### src/hw/ampcfg_pkg.sv
// Shared constants and types for the amplifier configuration bank
package ampcfg_pkg;

  // ----------------------------------------
  // Register map
  // ----------------------------------------
  localparam logic [7:0] ADDR_OUTPUT_STAGE_CONFIG = 8'h02;
  localparam logic [7:0] ADDR_PROCESSING_PATH_CONFIG = 8'h03;
  localparam logic [7:0] RST_OUTPUT_STAGE_CONFIG = 8'h9f;
  localparam logic [7:0] RST_PROCESSING_PATH_CONFIG = 8'h40;
  localparam logic [7:0] OUTPUT_STAGE_WRITE_MASK = 8'hbf;

  // ----------------------------------------
  // Output stage modes
  // ----------------------------------------
  localparam logic [1:0] MODE_DROP_COMP = 2'h0;
  localparam logic [1:0] MODE_TAPERED_COMP = 2'h1;
  localparam logic [1:0] MODE_FULL_POWER = 2'h2;
  localparam logic [1:0] MODE_VARIABLE_COMP = 2'h3;

  // ----------------------------------------
  // Sizes and timing
  // ----------------------------------------
  localparam int NUM_CH = 2;
  localparam int CH_IDX_W = 1;
  localparam int SAMPLE_W = 24;
  localparam int COEF_W = 24;
  localparam int VOL_W = 8;
  localparam int COMP_TICK_NS = 20;
  localparam int COMP_PULSE_MAX_NS = 300;
  localparam int COMP_PULSE_MAX_TICKS = COMP_PULSE_MAX_NS / COMP_TICK_NS;
  localparam int ZERO_CNT_W = 12;
  localparam logic [ZERO_CNT_W-1:0] ZERO_RUN_LEN = 12'h800;

  // ----------------------------------------
  // Register layouts
  // ----------------------------------------
  typedef struct packed {
    logic overcurrent_adjust_bypass;
    logic spare;
    logic [3:0] comp_pulse_size;
    logic [1:0] output_stage_mode;
  } ampcfg_outstage_t;

  typedef struct packed {
    logic submix_enable;
    logic zero_detect_mute_enable;
    logic limiter_compress_mode;
    logic biquad_coeff_link;
    logic postscale_link;
    logic equaliser_bypass;
    logic deemphasis_enable;
    logic highpass_bypass;
  } ampcfg_path_t;

endpackage

### src/hw/ampcfg_comp_pulse.sv
// Compensating pulse generator for the variable drop compensation mode
`timescale 1ns/100ps
module ampcfg_comp_pulse
  import ampcfg_pkg::*;
(
  input wire logic clk_sys_in,
  input wire logic srst_in,
  input wire logic [1:0] output_stage_mode_in,
  input wire logic [3:0] comp_pulse_size_in,
  input wire logic trigger_in,
  output logic pulse_out
);
  import ampcfg_pkg::*;

  typedef struct packed {
    logic [3:0] remain;
    logic active;
  } ampcfg_cp_state_t;

  ampcfg_cp_state_t st;
  ampcfg_cp_state_t next_st;

  always_comb
  begin
    next_st = st;
    if (trigger_in && output_stage_mode_in == MODE_VARIABLE_COMP && comp_pulse_size_in != 4'h0)
    begin
      next_st.remain = comp_pulse_size_in - 4'h1;
      next_st.active = 1'b1;
    end
    else if (st.active)
    begin
      if (st.remain == 4'h0)
      begin
        next_st.active = 1'b0;
      end
      else
      begin
        next_st.remain = st.remain - 4'h1;
      end
    end
  end

  always_ff @(posedge clk_sys_in)
  begin
    if (srst_in)
    begin
      st <= '0;
    end
    else
    begin
      st <= next_st;
    end
  end

  assign pulse_out = st.active;
endmodule

### src/hw/ampcfg_regs_top.sv
// Output stage and processing path configuration bank of the amplifier controller
`timescale 1ns/100ps
module ampcfg_regs_top
  import ampcfg_pkg::*;
(
  input wire logic clk_sys_in,
  input wire logic srst_in,
  input wire logic reg_wr_en_in,
  input wire logic reg_rd_en_in,
  input wire logic [7:0] reg_addr_in,
  input wire logic [7:0] reg_wdata_in,
  output logic [7:0] reg_rdata_out,
  output logic reg_rdata_valid_out,
  input wire logic overcurrent_warning_n_in,
  input wire logic [ampcfg_pkg::COEF_W-1:0] warning_limit_level_in,
  output logic limit_reduce_active_out,
  output logic [ampcfg_pkg::COEF_W-1:0] limit_level_out,
  input wire logic pwm_edge_in,
  output logic comp_pulse_out,
  output logic [1:0] output_stage_mode_out,
  output ampcfg_pkg::ampcfg_path_t path_cfg_out,
  input wire logic sample_valid_in,
  input wire logic [ampcfg_pkg::NUM_CH-1:0][ampcfg_pkg::SAMPLE_W-1:0] sample_in,
  output logic [ampcfg_pkg::NUM_CH-1:0] channel_mute_out,
  input wire logic [ampcfg_pkg::NUM_CH-1:0][ampcfg_pkg::COEF_W-1:0] postscale_in,
  output logic [ampcfg_pkg::NUM_CH-1:0][ampcfg_pkg::COEF_W-1:0] postscale_out,
  output logic [ampcfg_pkg::NUM_CH-1:0][ampcfg_pkg::CH_IDX_W-1:0] biquad_bank_sel_out,
  input wire logic [ampcfg_pkg::VOL_W-1:0] limiter_threshold_in,
  input wire logic [ampcfg_pkg::VOL_W-1:0] volume_atten_in,
  output logic [ampcfg_pkg::VOL_W-1:0] limiter_threshold_out
);
  import ampcfg_pkg::*;

  // ----------------------------------------
  // State
  // ----------------------------------------
  typedef struct packed {
    ampcfg_outstage_t out_cfg;
    ampcfg_path_t path;
    logic limit_hold;
    logic [COEF_W-1:0] limit_level;
    logic [7:0] rdata;
    logic rvalid;
    logic [1:0] mode;
    logic [NUM_CH-1:0][COEF_W-1:0] postscale;
    logic [NUM_CH-1:0][CH_IDX_W-1:0] bank;
    logic [VOL_W-1:0] threshold;
  } ampcfg_top_state_t;

  ampcfg_top_state_t st;
  ampcfg_top_state_t next_st;
  logic [NUM_CH-1:0] zd_mute;

  // ----------------------------------------
  // Helpers
  // ----------------------------------------
  function automatic logic [CH_IDX_W-1:0] src_channel(input logic link, input int ch);
    logic [CH_IDX_W-1:0] idx;
    idx = CH_IDX_W'(ch);
    if (link)
    begin
      idx = '0;
    end
    return idx;
  endfunction

  function automatic logic [VOL_W-1:0] sat_sub(input logic [VOL_W-1:0] a, input logic [VOL_W-1:0] b);
    logic [VOL_W-1:0] r;
    r = '0;
    if (a > b)
    begin
      r = a - b;
    end
    return r;
  endfunction

  function automatic logic hits_outstage(input logic [7:0] addr);
    return addr == ADDR_OUTPUT_STAGE_CONFIG;
  endfunction

  function automatic logic hits_path(input logic [7:0] addr);
    return addr == ADDR_PROCESSING_PATH_CONFIG;
  endfunction

  // ----------------------------------------
  // Next state
  // ----------------------------------------
  always_comb
  begin
    next_st = st;
    next_st.rvalid = 1'b0;

    // Register writes
    if (reg_wr_en_in)
    begin
      if (hits_outstage(reg_addr_in))
      begin
        next_st.out_cfg = ampcfg_outstage_t'(reg_wdata_in & OUTPUT_STAGE_WRITE_MASK);
      end
      else if (hits_path(reg_addr_in))
      begin
        next_st.path = ampcfg_path_t'(reg_wdata_in);
      end
    end

    // Register reads
    if (reg_rd_en_in)
    begin
      next_st.rvalid = 1'b1;
      if (hits_outstage(reg_addr_in))
      begin
        next_st.rdata = 8'(st.out_cfg) & OUTPUT_STAGE_WRITE_MASK;
      end
      else if (hits_path(reg_addr_in))
      begin
        next_st.rdata = 8'(st.path);
      end
      else
      begin
        next_st.rdata = 8'h00;
      end
    end

    next_st.mode = st.out_cfg.output_stage_mode;

    if (!st.out_cfg.overcurrent_adjust_bypass && !overcurrent_warning_n_in)
    begin
      next_st.limit_hold = 1'b1;
    end

    if (next_st.limit_hold)
    begin
      next_st.limit_level = warning_limit_level_in;
    end
    else
    begin
      next_st.limit_level = '0;
    end

    for (int ch = 0; ch < NUM_CH; ch++)
    begin
      next_st.postscale[ch] = postscale_in[src_channel(st.path.postscale_link, ch)];
      next_st.bank[ch] = src_channel(st.path.biquad_coeff_link, ch);
    end

    if (st.path.limiter_compress_mode)
    begin
      next_st.threshold = sat_sub(limiter_threshold_in, volume_atten_in);
    end
    else
    begin
      next_st.threshold = limiter_threshold_in;
    end
  end

  // ----------------------------------------
  // Registers
  // ----------------------------------------
  always_ff @(posedge clk_sys_in)
  begin
    if (srst_in)
    begin
      st <= '0;
      st.out_cfg <= ampcfg_outstage_t'(RST_OUTPUT_STAGE_CONFIG);
      st.path <= ampcfg_path_t'(RST_PROCESSING_PATH_CONFIG);
      st.mode <= RST_OUTPUT_STAGE_CONFIG[1:0];
    end
    else
    begin
      st <= next_st;
    end
  end

  // ----------------------------------------
  // Compensating pulse
  // ----------------------------------------
  ampcfg_comp_pulse u_comp_pulse (
    .clk_sys_in(clk_sys_in),
    .srst_in(srst_in),
    .output_stage_mode_in(st.out_cfg.output_stage_mode),
    .comp_pulse_size_in(st.out_cfg.comp_pulse_size),
    .trigger_in(pwm_edge_in),
    .pulse_out(comp_pulse_out)
  );

  // ----------------------------------------
  // Zero-detect mute
  // ----------------------------------------
  for (genvar g = 0; g < NUM_CH; g++)
  begin : g_zd
    ampcfg_zero_det u_zero_det (
      .clk_sys_in(clk_sys_in),
      .srst_in(srst_in),
      .enable_in(st.path.zero_detect_mute_enable),
      .sample_valid_in(sample_valid_in),
      .sample_in(sample_in[g]),
      .mute_out(zd_mute[g])
    );
  end

  // ----------------------------------------
  // Outputs
  // ----------------------------------------
  assign reg_rdata_out = st.rdata;
  assign reg_rdata_valid_out = st.rvalid;
  assign limit_reduce_active_out = st.limit_hold;
  assign limit_level_out = st.limit_level;
  assign output_stage_mode_out = st.mode;
  assign path_cfg_out = st.path;
  assign channel_mute_out = zd_mute;
  assign postscale_out = st.postscale;
  assign biquad_bank_sel_out = st.bank;
  assign limiter_threshold_out = st.threshold;
endmodule

### src/hw/ampcfg_zero_det.sv
// Per-channel zero run detector driving the automatic mute
`timescale 1ns/100ps
module ampcfg_zero_det
  import ampcfg_pkg::*;
(
  input wire logic clk_sys_in,
  input wire logic srst_in,
  input wire logic enable_in,
  input wire logic sample_valid_in,
  input wire logic [SAMPLE_W-1:0] sample_in,
  output logic mute_out
);
  import ampcfg_pkg::*;

  typedef struct packed {
    logic [ZERO_CNT_W-1:0] count;
    logic mute;
  } ampcfg_zd_state_t;

  ampcfg_zd_state_t st;
  ampcfg_zd_state_t next_st;

  always_comb
  begin
    next_st = st;
    if (!enable_in)
    begin
      next_st = '0;
    end
    else if (sample_valid_in)
    begin
      if (sample_in == '0)
      begin
        if (st.count != ZERO_RUN_LEN)
        begin
          next_st.count = st.count + 12'h001;
        end
        if (st.count + 12'h001 >= ZERO_RUN_LEN)
        begin
          next_st.mute = 1'b1;
        end
      end
      else
      begin
        next_st.count = '0;
        next_st.mute = 1'b0;
      end
    end
  end

  always_ff @(posedge clk_sys_in)
  begin
    if (srst_in)
    begin
      st <= '0;
    end
    else
    begin
      st <= next_st;
    end
  end

  assign mute_out = st.mute;
endmodule
### config.mk
export PLATFORM = sky130hd
export DESIGN_NAME = ampcfg_regs_top
export DESIGN_NICKNAME = d
export VERILOG_FILES = /design/src/hw/ampcfg_pkg.sv /design/src/hw/ampcfg_comp_pulse.sv /design/src/hw/ampcfg_regs_top.sv /design/src/hw/ampcfg_zero_det.sv
export SDC_FILE = /design/constraint.sdc
export NUM_CORES = 1
export LEC_CHECK = 0
export BUFFER_PORTS_ARGS = -buffer_cell sky130_fd_sc_hd__buf_2
export CAP_MARGIN = 40
export CORE_MARGIN = 2
export CORE_UTILIZATION = 40
export DETAILED_ROUTE_END_ITERATION = 16
export PLACE_DENSITY = 0.71
export SLEW_MARGIN = 10
export SYNTH_ARGS = -nofsm -noshare
export SYNTH_HDL_FRONTEND = slang
export SYNTH_HIERARCHICAL = 1
export SYNTH_SLANG_ARGS = --single-unit
### constraint.sdc
create_clock -name clk_sys_in -period 6.2 [get_ports clk_sys_in]
set_input_delay 1.55 -clock clk_sys_in [delete_from_list [all_inputs] [get_ports clk_sys_in]]
set_output_delay 1.55 -clock clk_sys_in [all_outputs]
set_load 0.005 [all_outputs]
==> impl_results.md, run 1 <==
* Clock slew at reported path FFs at 0.07 ns
* Number of storage elements in the synthesis netlist at 139
* Count of pins on the block boundary at 264
* Num Clock Sinks at 139
* Final Wtd Congestion at 0.823
* Average instance area after synthesis at 9.36 um^2
* Synth unique cells at 65
* Final design utilization at 48.8%
* Min Clock Period, post-route at 2.96 ns
* Post-synth top area share at 42.0%
* Nature of the critical path endpoint: register
* Leakage component of the power at 3.69 nW
* Initial antenna violation count at 0
* Maximum number of pins on one net before global-route repair at 64
* Buffers added on ports at 262
* Post-DR wirelength/cell at 13.8 um
* GR Util met1 at 21.4%
* Die outline area at 0.0176 mm^2
* Number of failing hold endpoints at the final stage at 0
* Power density of the placed cells at 274 mW/mm^2
* Result of the run: finished clean
* Number of enable flip-flop cells after synthesis at 0
* Num rows at 47
* Cell at the root of the clock tree: sky130_fd_sc_hd__clkbuf_16
* First DRT Iteration DRCs at 192
* Worst setup slack before clock tree synthesis at 2.79 ns
* DIE HEIGHT at 133 um
* Vias in the first global route at 4,969
* Overall global routing resource usage at 17.2%
* Cell area after layout at 0.00801 mm^2
* Number of buffers added to fix hold violations after cts at 0
* Part of the Yosys area used for sequential elements at 42.0%
* Fraction of layout cells with a size suffix above 1 at 37.2%
* Finish-stage setup viols at 0
* H-Tree Depth at 4
* TritonCTS clock tree: done
* Critical path peak fanout at 63
* Syn Inst Count at 708
* Width of the chip at 133 um
* Cell area after synthesis at 0.00663 mm^2
* Avg Vias per Cell at 4.77
* Layer with the highest usage after global routing: met2
* Placement Cell Area at 0.00737 mm^2
* Half-perimeter wire length after detailed placement at 11,200 um
* Synthesis-to-layout area growth at 20.8%
* Clock latency on the worst-skew pair at 0.42 ns
* Global-route wire length before repair at 24,300 um
* Global routing usage on met3 at 5.10%
* Setup slack after layout at 3.24 ns
* Required time at the worst-slack endpoint at 6.51 ns
* RSZ-0062 raised after global routing: false
* Post-CTS setup buffers at 0
* Met2 routing resource usage after global routing at 28.4%
* Final count of pins violating max slew at 0
* Maximum vdd drop at 180 uV
* Crit path max-delay cell type: sky130_fd_sc_hd__buf_4
* Period Utilization, post-route at 47.7%
* Setup TNS Final at 0 ns
* Number of buffers created by CTS at 17
* Worst-case hold slack at 0.493 ns
* Drt drc at 0
* Transition time at the pin with the least slew margin at 0.640 ns
* Remaining number of nets flagged by the antenna check after routing at 0
* Maximum root-to-sink buffer count at 2
* Share of synthesized registers carrying an async set or reset at 0%
* Number of iterations in the first detailed-routing pass at 4
* Synthesized netlist net count at 883
* Cells taking the most area after synthesis: sky130_fd_sc_hd__dfxtp_1 (42%), sky130_fd_sc_hd__buf_4 (11%), sky130_fd_sc_hd__mux2i_1 (6.2%)
* Classification of the worst-slack hold path: register to register
* Max cap viols at 0
* Crit path arrival time at 3.27 ns
* Critical path class: input pin to register
* Vias at 5,246
* Largest area contributor in the netlist: sky130_fd_sc_hd__dfxtp_1
* Warnings from Yosys at 6
* Worst-case headroom to the max-slew limit at 57.4%
* Starting utilization of the core area at 40.4%
* CTS-repair resized insts at 0
* Ys flop type: sky130_fd_sc_hd__dfxtp_1
* Total overflow reported by the global router at 0
* Clock skew after layout at 0.00772 ns
* Cells along the critical path: buf_2 > buf_4 > clkinv_1 > a41o_1
* Peak Freq at 338 MHz
* Total number of nets in the final design at 1,041
* Slowest stage delay, CP at 0.61 ns
* Number of antenna diodes at 0
* DRT Wirelength at 15,100 um
* Core area at 0.0164 mm^2
* Launching element type of the critical path: input pin
-- cell usage in the layout (no fill, tap or decap), types with 19 or more instances in the layout --
master / count
sky130_fd_sc_hd__and2_1: 25
sky130_fd_sc_hd__nor2_1: 59
sky130_fd_sc_hd__mux2i_1: 41
sky130_fd_sc_hd__inv_1: 27
sky130_fd_sc_hd__buf_2: 262
sky130_fd_sc_hd__dfxtp_1: 139
sky130_fd_sc_hd__nor2b_1: 29
sky130_fd_sc_hd__nor3_1: 19
sky130_fd_sc_hd__a21oi_1: 19
sky130_fd_sc_hd__nand2_1: 31
-- power breakdown --
| part | internal (mW) | switching [mW] |
|---|---|---|
| registers | 0.915 | 0.00693 |
| logic | 0.0876 | 0.0869 |
| clock network | 0.658 | 0.441 |
-- path summary, 6_finish.rpt --
| check | start | end | slack [ns] | cells after the start |
|---|---|---|---|---|
| min reg2reg | g_zd[1].u_zero_det/mute_out | g_zd[1].u_zero_det/mute_out | 0.49 | 2 |
| max | srst_in | limiter_threshold_out[6] | 3.24 | 4 |
| max reg2reg | g_zd[1].u_zero_det/st[1] | g_zd[1].u_zero_det/st[1] | 4.58 | 5 |
| min | g_zd[1].u_zero_det/mute_out | g_zd[1].u_zero_det/mute_out | 0.49 | 2 |
-- worst max-delay path, delay by kind of cell --
family | cells | cell delay, ns
compound gates | 1 | 0.28
buf+inv | 3 | 1.42
-- routing by layer --
metal  up-vias  wire length [um]  part of all wire, %
met5         -                 0                    0
met2       188              7110                   47
li1       2663                 -                    -
met3        15               931                  6.2
met4         0               232                  1.5
met1      2380              6840                   45
-- state kept, by name (all words and copies together) (netlist names) --
name / count
path_cfg_out: 8
output_stage_mode_out: 2
u_comp_pulse/pulse_out: 1
limit_reduce_active_out: 1
u_comp_pulse/st: 4
reg_rdata_valid_out: 1
next_st: 2
g_zd.u_zero_det/mute_out: 2
limiter_threshold_out: 8
limit_level_out: 24
st: 5
biquad_bank_sel_out: 1
postscale_out: 48
g_zd.u_zero_det/st: 24
reg_rdata_out: 8
-- cell type report --
| type | instances | area, um^2 |
|---|---|---|
| clock buffer | 17 | 425 |
| sequential | 139 | 2780 |
| inverter | 31 | 116 |
| multi-input combinational | 412 | 2860 |
| tap | 220 | 275 |
| timing repair buffer | 265 | 1330 |
| clock inverter | 15 | 213 |
| fill | 1545 | 8400 |
-- Yosys cell counts (10+ instances only) --
cell                       count
sky130_fd_sc_hd__mux2i_1      41
sky130_fd_sc_hd__a21oi_1      19
sky130_fd_sc_hd__xnor2_1      10
sky130_fd_sc_hd__nand4_1      14
sky130_fd_sc_hd__nand2_1      31
sky130_fd_sc_hd__dfxtp_1     139
sky130_fd_sc_hd__nor2_1       59
sky130_fd_sc_hd__inv_1        27
sky130_fd_sc_hd__nor4_1       14
sky130_fd_sc_hd__ha_1         15
sky130_fd_sc_hd__and2_1       25
sky130_fd_sc_hd__nand3_1      10
sky130_fd_sc_hd__nor3_1       19
sky130_fd_sc_hd__clkbuf_1     15
sky130_fd_sc_hd__nor2b_1      29
sky130_fd_sc_hd__buf_4       101
-- kinds of logic after synthesis --
logic type,synth area share (%)
XOR/XNOR,1.85
AO/OA/AOI/OAI,9.12
multiplexers,7.38
AND/OR/NAND/NOR,21.6
other,0.0566
buffers and inverters,14.8
flip-flops,42.0
adder cells (fa/ha/maj),3.13
-- stage by stage --
| step | cells | total power, mW |
|---|---|---|
| final | 1099 | 2.20 |
| after global routing | 1099 | 2.29 |
| after floorplan | 708 | 1.05 |
| after global placement | 1066 | 1.11 |
| after CTS | 1099 | 2.23 |
| after detailed placement | 1067 | 1.12 |
Power figures use the tool's default switching activity.
==> run 2: changes to the inputs <==
PLACE_DENSITY = 0.74   (was 0.71)
clock period = 2.5 ns   (was 6.2 ns; I/O delays follow)
==> impl_results.md, run 2 (synthesis gave the netlist of run 1 again) <==
* Max cap viols at 0 (unchanged)
* Period Utilization, post-route at 78.1%
* Width of the chip at 133 um (unchanged)
* Maximum root-to-sink buffer count at 2 (unchanged)
* Cell at the root of the clock tree: sky130_fd_sc_hd__clkbuf_16
* Critical path class: input pin to register
* Number of failing hold endpoints at the final stage at 0 (unchanged)
* Min Clock Period, post-route at 1.95 ns
* DRT Wirelength at 15,200 um (+0.25%)
* Buffers added on ports at 262 (unchanged)
* Post-DR wirelength/cell at 13.7 um (-0.47%)
* Peak Freq at 512 MHz
* Clock latency on the worst-skew pair at 0.42 ns (about the same)
* Slack of the worst reg-to-reg path at 0.82 ns (-3.76 ns)
* Number of buffers added to fix hold violations after cts at 0 (unchanged)
* Result of the run: finished clean
* Num rows at 47 (unchanged)
* Footprint of the multi-input gates at 0.00286 mm^2 (unchanged)
* Destination of the worst register-to-register timing path: g_zd[0].u_zero_det/st[1]
* Total number of nets in the final design at 1,047 (+0.58%)
* FF+latch area at 0.00278 mm^2 (unchanged)
* H-Tree Depth at 4 (unchanged)
* Terminating pin of the worst hold path: limit_level_out[8]
* Half-perimeter wire length after detailed placement at 11,500 um (+2.4%)
* Vias in the first global route at 5,033 (+1.3%)
* Reg-to-reg critical path startpoint: g_zd[0].u_zero_det/st[1]
* Commonest non-fill, non-tap cells in the layout: sky130_fd_sc_hd__buf_2 (262), sky130_fd_sc_hd__dfxtp_1 (139), sky130_fd_sc_hd__nor2_1 (59), sky130_fd_sc_hd__mux2i_1 (41), sky130_fd_sc_hd__nand2_1 (31)
* Depth of the worst hold-timing path at 2 (unchanged)
* Leakage component of the power at 3.68 nW (-0.33%)
* Number of iterations in the first detailed-routing pass at 4 (unchanged)
* Worst-case headroom to the max-slew limit at 66.3% (+9.0 points)
* Number of buffers and inverters on the critical path at 3 (unchanged)
* Placement Cell Area at 0.00741 mm^2 (+0.61%)
* Fraction of layout cells with a size suffix above 1 at 37.4% (+0.20 points)
* Num Clock Sinks at 139 (unchanged)
* Maximum vdd drop at 451 uV (+150%)
* DIE HEIGHT at 133 um (unchanged)
* Vias at 5,307 (+1.2%)
* Reg2reg path depth at 5 (unchanged)
* Finish-stage setup viols at 0 (unchanged)
* TritonCTS clock tree: done
* Clock slew at reported path FFs at 0.06 ns (about the same)
* Critical path peak fanout at 3 (-95%)
* Maximum number of pins on one net before global-route repair at 52 (-19%)
* Required time at the worst-slack endpoint at 2.81 ns (-3.70 ns)
* Starting utilization of the core area at 40.4% (unchanged)
* Crit path arrival time at 2.26 ns (-1.01 ns)
* Nature of the critical path endpoint: register
* Cell area after layout at 0.00802 mm^2 (+0.16%)
* Drt drc at 0 (unchanged)
* Core area at 0.0164 mm^2 (unchanged)
* Transition time at the pin with the least slew margin at 0.505 ns (-0.134 ns)
* Global-route wire length before repair at 24,700 um (+1.9%)
* First DRT Iteration DRCs at 290 (+51%)
* Launching element type of the critical path: input pin
* Post-CTS setup buffers at 0 (unchanged)
* Setup TNS Final at 0 ns (unchanged)
* Most common library cell in the layout ignoring fill and taps: sky130_fd_sc_hd__buf_2
* Number of buffers created by CTS at 17 (unchanged)
* Classification of the worst-slack hold path: input pin to register
* Crit-path leading delay family: adder cells
* Die outline area at 0.0176 mm^2 (unchanged)
* Power density of the placed cells at 657 mW/mm^2 (+140%)
* Crit path max-delay cell type: sky130_fd_sc_hd__fa_1
* Final Wtd Congestion at 0.862 (+4.8%)
* Count of placed standard cells in the final layout, fillers left out at 1,107 (+0.73%)
* Cell repeated most along the worst path: sky130_fd_sc_hd__inv_1
* Clock skew after layout at 0.00902 ns (+0.00131 ns)
* CTS-repair resized insts at 0 (unchanged)
* Number of flip-flops in the largest register at 48 (unchanged)
* Post-Place Cells at 1,073 (+0.56%)
* Overall global routing resource usage at 17.5% (+0.28 points)
* Number of filler instances in the final layout at 1,559 (+0.91%)
* Synthesis-to-layout area growth at 21.0%
* Count of pins on the block boundary at 264 (unchanged)
* Remaining number of nets flagged by the antenna check after routing at 0 (unchanged)
* RSZ-0062 raised after global routing: false
* Initial antenna violation count at 2 (+2)
* Cells along the critical path: buf_2 > inv_1 > ha_1 > inv_1 > fa_1 > nand3_1 > a21boi_1 > o21a_1 > or3_1 > a41o_1
* Total overflow reported by the global router at 0 (unchanged)
* Slowest stage delay, CP at 0.39 ns (-0.22 ns)
* Final count of pins violating max slew at 0 (unchanged)
* Avg Vias per Cell at 4.79 (+0.43%)
* Worst min-delay path startpoint: warning_limit_level_in[8]
[run 2: cell count changes in the layout (fill, tap and decap cells not counted)]
| cell | before | now |
|---|---|---|
| sky130_fd_sc_hd__inv_6 | 4 | 2 |
| sky130_fd_sc_hd__clkbuf_1 | 0 | 2 |
| sky130_fd_sc_hd__inv_8 | 7 | 0 |
| sky130_fd_sc_hd__clkinv_2 | 0 | 1 |
| sky130_fd_sc_hd__clkinv_4 | 1 | 2 |
| sky130_fd_sc_hd__clkinvlp_4 | 0 | 5 |
| sky130_fd_sc_hd__buf_4 | 3 | 9 |
| sky130_fd_sc_hd__diode_2 | 0 | 2 |
[run 2: per-stage QoR]
stage	power, mW	setup slack (ns)	utilization [%]	hold slack [ns]
finish	5.27	0.546	48.9	0.409
global route	5.51	0.471	48.9	0.384
CTS	5.33	0.559	48.9	0.387
detailed placement	2.78	0.118	45.2	0.459
global placement	2.77	0.148	45.1	0.457
floorplan	2.61	0.322	-	0.422
[run 2: cell type report]
cell class                      count  area share [%]
Clock buffer                       19            5.40
Inverter                           31            1.45
Tap cell                          220            3.43
Sequential cell                   139            34.7
Timing Repair Buffer              271            17.2
Multi-Input combinational cell    412            35.7
Antenna cell                        2          0.0624
Clock inverter                     13            2.09
[run 2: how the worst max path moves through the flow]
| stage | slack, ns | depth (start not counted) | end | from |
|---|---|---|---|---|
| after global routing | 0.47 | 10 | limiter_threshold_out[6] | limiter_threshold_in[0] |
| after floorplan | 0.32 | 9 | limiter_threshold_out[6] | limiter_threshold_in[0] |
| after global placement | 0.15 | 10 | limiter_threshold_out[6] | limiter_threshold_in[0] |
| after CTS | 0.56 | 10 | limiter_threshold_out[6] | limiter_threshold_in[0] |
| after detailed placement | 0.12 | 10 | limiter_threshold_out[6] | limiter_threshold_in[0] |
| final | 0.55 | 10 | limiter_threshold_out[6] | limiter_threshold_in[0] |
[run 2: worst reg2reg max path, stage by stage (launching register included)]
cell and delay, ns:
sky130_fd_sc_hd__dfxtp_1 0.35, sky130_fd_sc_hd__inv_1 0.10, sky130_fd_sc_hd__ha_1 0.15, sky130_fd_sc_hd__nor4b_1 0.39, sky130_fd_sc_hd__a31oi_1 0.25, sky130_fd_sc_hd__o41ai_1 0.34
[run 2: per-layer routing]
metal	vias to the layer above	GRT usage [%]	part of all wire, %
met5	-	0	0
met4	0	6.69	1.2
met3	13	5.36	7.0
met2	202	29.0	48
met1	2421	21.2	43
li1	2671	-	-
[run 2: where the power goes]
part           internal (mW)  switching [mW]
clock network           1.57           0.965
logic                  0.222           0.215
registers               2.27          0.0171
total                   4.07            1.20
==> run 3: changes to the inputs <==
PLACE_DENSITY = 0.71   (was 0.74)
clock period = 1.95 ns   (was 2.5 ns; I/O delays follow)
==> impl_results.md, run 3 (synthesis gave the netlist of run 1 again) <==
* CTS-repair resized insts at 0 (unchanged)
* Reg-to-reg critical path startpoint: g_zd[0].u_zero_det/st[1]
* Worst-case hold slack at 0.256 ns (-0.153 ns)
* Maximum number of pins on one net before global-route repair at 65 (+25%)
* H-Tree Depth at 4 (unchanged)
* Count of placed standard cells in the final layout, fillers left out at 1,115 (+0.72%)
* Fraction of layout cells with a size suffix above 1 at 38.5% (+1.1 points)
* Max cap viols at 0 (unchanged)
* Width of the chip at 133 um (unchanged)
* Maximum vdd drop at 583 uV (+29%)
* Half-perimeter wire length after detailed placement at 11,500 um (+0.41%)
* Destination of the worst register-to-register timing path: g_zd[0].u_zero_det/st[2]
* Total overflow reported by the global router at 0 (unchanged)
* Terminating pin of the worst hold path: limit_level_out[13]
* Finish-stage setup viols at 0 (unchanged)
* Core area at 0.0164 mm^2 (unchanged)
* TritonCTS clock tree: done
* Required time at the worst-slack endpoint at 2.26 ns (-0.55 ns)
* Number of iterations in the first detailed-routing pass at 5 (+1)
* Vias at 5,349 (+0.79%)
* Reg2reg path depth at 5 (unchanged)
* Result of the run: finished clean
* Number of failing hold endpoints at the final stage at 0 (unchanged)
* Power density of the placed cells at 840 mW/mm^2 (+28%)
* Period Utilization, post-route at 88.1%
* Start point of the critical path: limiter_threshold_in[0]
* Depth of the worst hold-timing path at 2 (unchanged)
* Launching element type of the critical path: input pin
* Synthesis-to-layout area growth at 22.7%
* Overall global routing resource usage at 17.1% (-0.40 points)
* Num Clock Sinks at 139 (unchanged)
* Total number of nets in the final design at 1,057 (+0.96%)
* Avg Vias per Cell at 4.80 (about the same)
* Critical path peak fanout at 3 (unchanged)
* Critical path class: input pin to register
* Number of flip-flops in the largest register at 48 (unchanged)
* Slack of the worst reg-to-reg path at 0.30 ns (-0.52 ns)
* Worst min-delay path startpoint: warning_limit_level_in[13]
* Post-Place Cells at 1,083 (+0.93%)
* Peak Freq at 582 MHz
* Buffers added on ports at 262 (unchanged)
* Commonest non-fill, non-tap cells in the layout: sky130_fd_sc_hd__buf_2 (262), sky130_fd_sc_hd__dfxtp_1 (139), sky130_fd_sc_hd__nor2_1 (59), sky130_fd_sc_hd__mux2i_1 (41), sky130_fd_sc_hd__nand2_1 (31)
* Global-route wire length before repair at 24,100 um (-2.6%)
* Final count of pins violating max slew at 0 (unchanged)
* Number of buffers created by CTS at 17 (unchanged)
* Number of filler instances in the final layout at 1,543 (-1.0%)
* Starting utilization of the core area at 40.4% (unchanged)
* Final Wtd Congestion at 0.840 (-2.6%)
* Num rows at 47 (unchanged)
* Number of buffers added to fix hold violations after cts at 0 (unchanged)
* Count of pins on the block boundary at 264 (unchanged)
* DIE HEIGHT at 133 um (unchanged)
* Drt drc at 0 (unchanged)
* Crit path arrival time at 2.03 ns (-0.23 ns)
* Min Clock Period, post-route at 1.72 ns
* Nature of the critical path endpoint: register
* Die outline area at 0.0176 mm^2 (unchanged)
* Clock slew at reported path FFs at 0.06 ns (about the same)
* Clock skew after layout at 0.0105 ns (+0.00144 ns)
* Cell at the root of the clock tree: sky130_fd_sc_hd__clkbuf_16
* DRT Wirelength at 15,200 um (+0.64%)
* First DRT Iteration DRCs at 267 (-7.9%)
* Clock latency on the worst-skew pair at 0.42 ns (about the same)
* Number of antenna diodes at 0 (-2)
* Maximum root-to-sink buffer count at 2 (unchanged)
* Initial antenna violation count at 0 (-2)
* Vias in the first global route at 4,979 (-1.1%)
* Leakage component of the power at 3.76 nW (+2.3%)
* RSZ-0062 raised after global routing: false
* Post-DR wirelength/cell at 13.7 um (about the same)
* Remaining number of nets flagged by the antenna check after routing at 0 (unchanged)
* Classification of the worst-slack hold path: input pin to register
* Most common library cell in the layout ignoring fill and taps: sky130_fd_sc_hd__buf_2
* Post-CTS setup buffers at 0 (unchanged)
[run 3: changes by cell type in the layout (fill, tap and decap cells not counted), moves of 2 or more]
cell | before | now
sky130_fd_sc_hd__diode_2 | 2 | 0
sky130_fd_sc_hd__buf_12 | 0 | 2
sky130_fd_sc_hd__clkinv_4 | 2 | 6
sky130_fd_sc_hd__buf_4 | 9 | 17
sky130_fd_sc_hd__clkbuf_1 | 2 | 0
sky130_fd_sc_hd__inv_6 | 2 | 4
sky130_fd_sc_hd__clkbuf_8 | 0 | 2
sky130_fd_sc_hd__clkinvlp_4 | 5 | 0
[run 3: per-layer routing]
| metal | GRT usage, % | vias to the layer above | share of wire [%] | wire length, um |
|---|---|---|---|---|
| met5 | 0 | - | 0 | 0 |
| met4 | 6.93 | 0 | 2.3 | 358 |
| met3 | 4.83 | 24 | 6.3 | 957 |
| met2 | 28.5 | 196 | 47 | 7170 |
| met1 | 20.7 | 2443 | 44 | 6760 |
| li1 | - | 2686 | - | - |
[run 3: worst max-delay path: stages]
cell and delay, ns:
sky130_fd_sc_hd__buf_2 0.10, sky130_fd_sc_hd__inv_1 0.05, sky130_fd_sc_hd__ha_1 0.15, sky130_fd_sc_hd__inv_1 0.05, sky130_fd_sc_hd__fa_2 0.35, sky130_fd_sc_hd__nand3_2 0.09, sky130_fd_sc_hd__a21boi_1 0.07, sky130_fd_sc_hd__o21a_1 0.17
sky130_fd_sc_hd__or3_1 0.30, sky130_fd_sc_hd__a41o_1 0.21
[run 3: where the power goes]
part	internal (mW)	switching [mW]
Clock	1.99	1.33
Combinational	0.302	0.284
Sequential	2.91	0.0210
[run 3: worst max-delay path by stage]
stage                     cells after the start                  endpoint
final                                        10  limiter_threshold_out[6]
after floorplan                               9  limiter_threshold_out[6]
after detailed placement                     10  limiter_threshold_out[6]
after global routing                          5  g_zd[0].u_zero_det/st[2]
after CTS                                    10  limiter_threshold_out[6]
after global placement                       10  limiter_threshold_out[6]
[run 3: area by class of cell]
| class | count | area, um^2 | share of cell area [%] |
|---|---|---|---|
| Sequential cell | 139 | 2780 | 34.2 |
| Tap cell | 220 | 275 | 3.38 |
| Clock buffer | 19 | 453 | 5.57 |
| Timing Repair Buffer | 281 | 1480 | 18.2 |
| Multi-Input combinational cell | 412 | 2870 | 35.3 |
| Inverter | 31 | 116 | 1.43 |
| Clock inverter | 13 | 159 | 1.95 |
[run 3: stage by stage]
stage / setup WS [ns] / total power [mW] / setup TNS [ns] / cell area [um^2] / utilization (%)
floorplan: -0.0141 / 3.34 / -0.0141 / 6640 / -
global placement: -0.161 / 3.57 / -0.581 / 7510 / 45.8
detailed placement: -0.198 / 3.58 / -1.06 / 7520 / 45.8
CTS: 0.248 / 6.92 / 0 / 8130 / 49.6
global route: 0.140 / 7.14 / 0 / 8130 / 49.6
finish: 0.232 / 6.83 / 0 / 8130 / 49.6
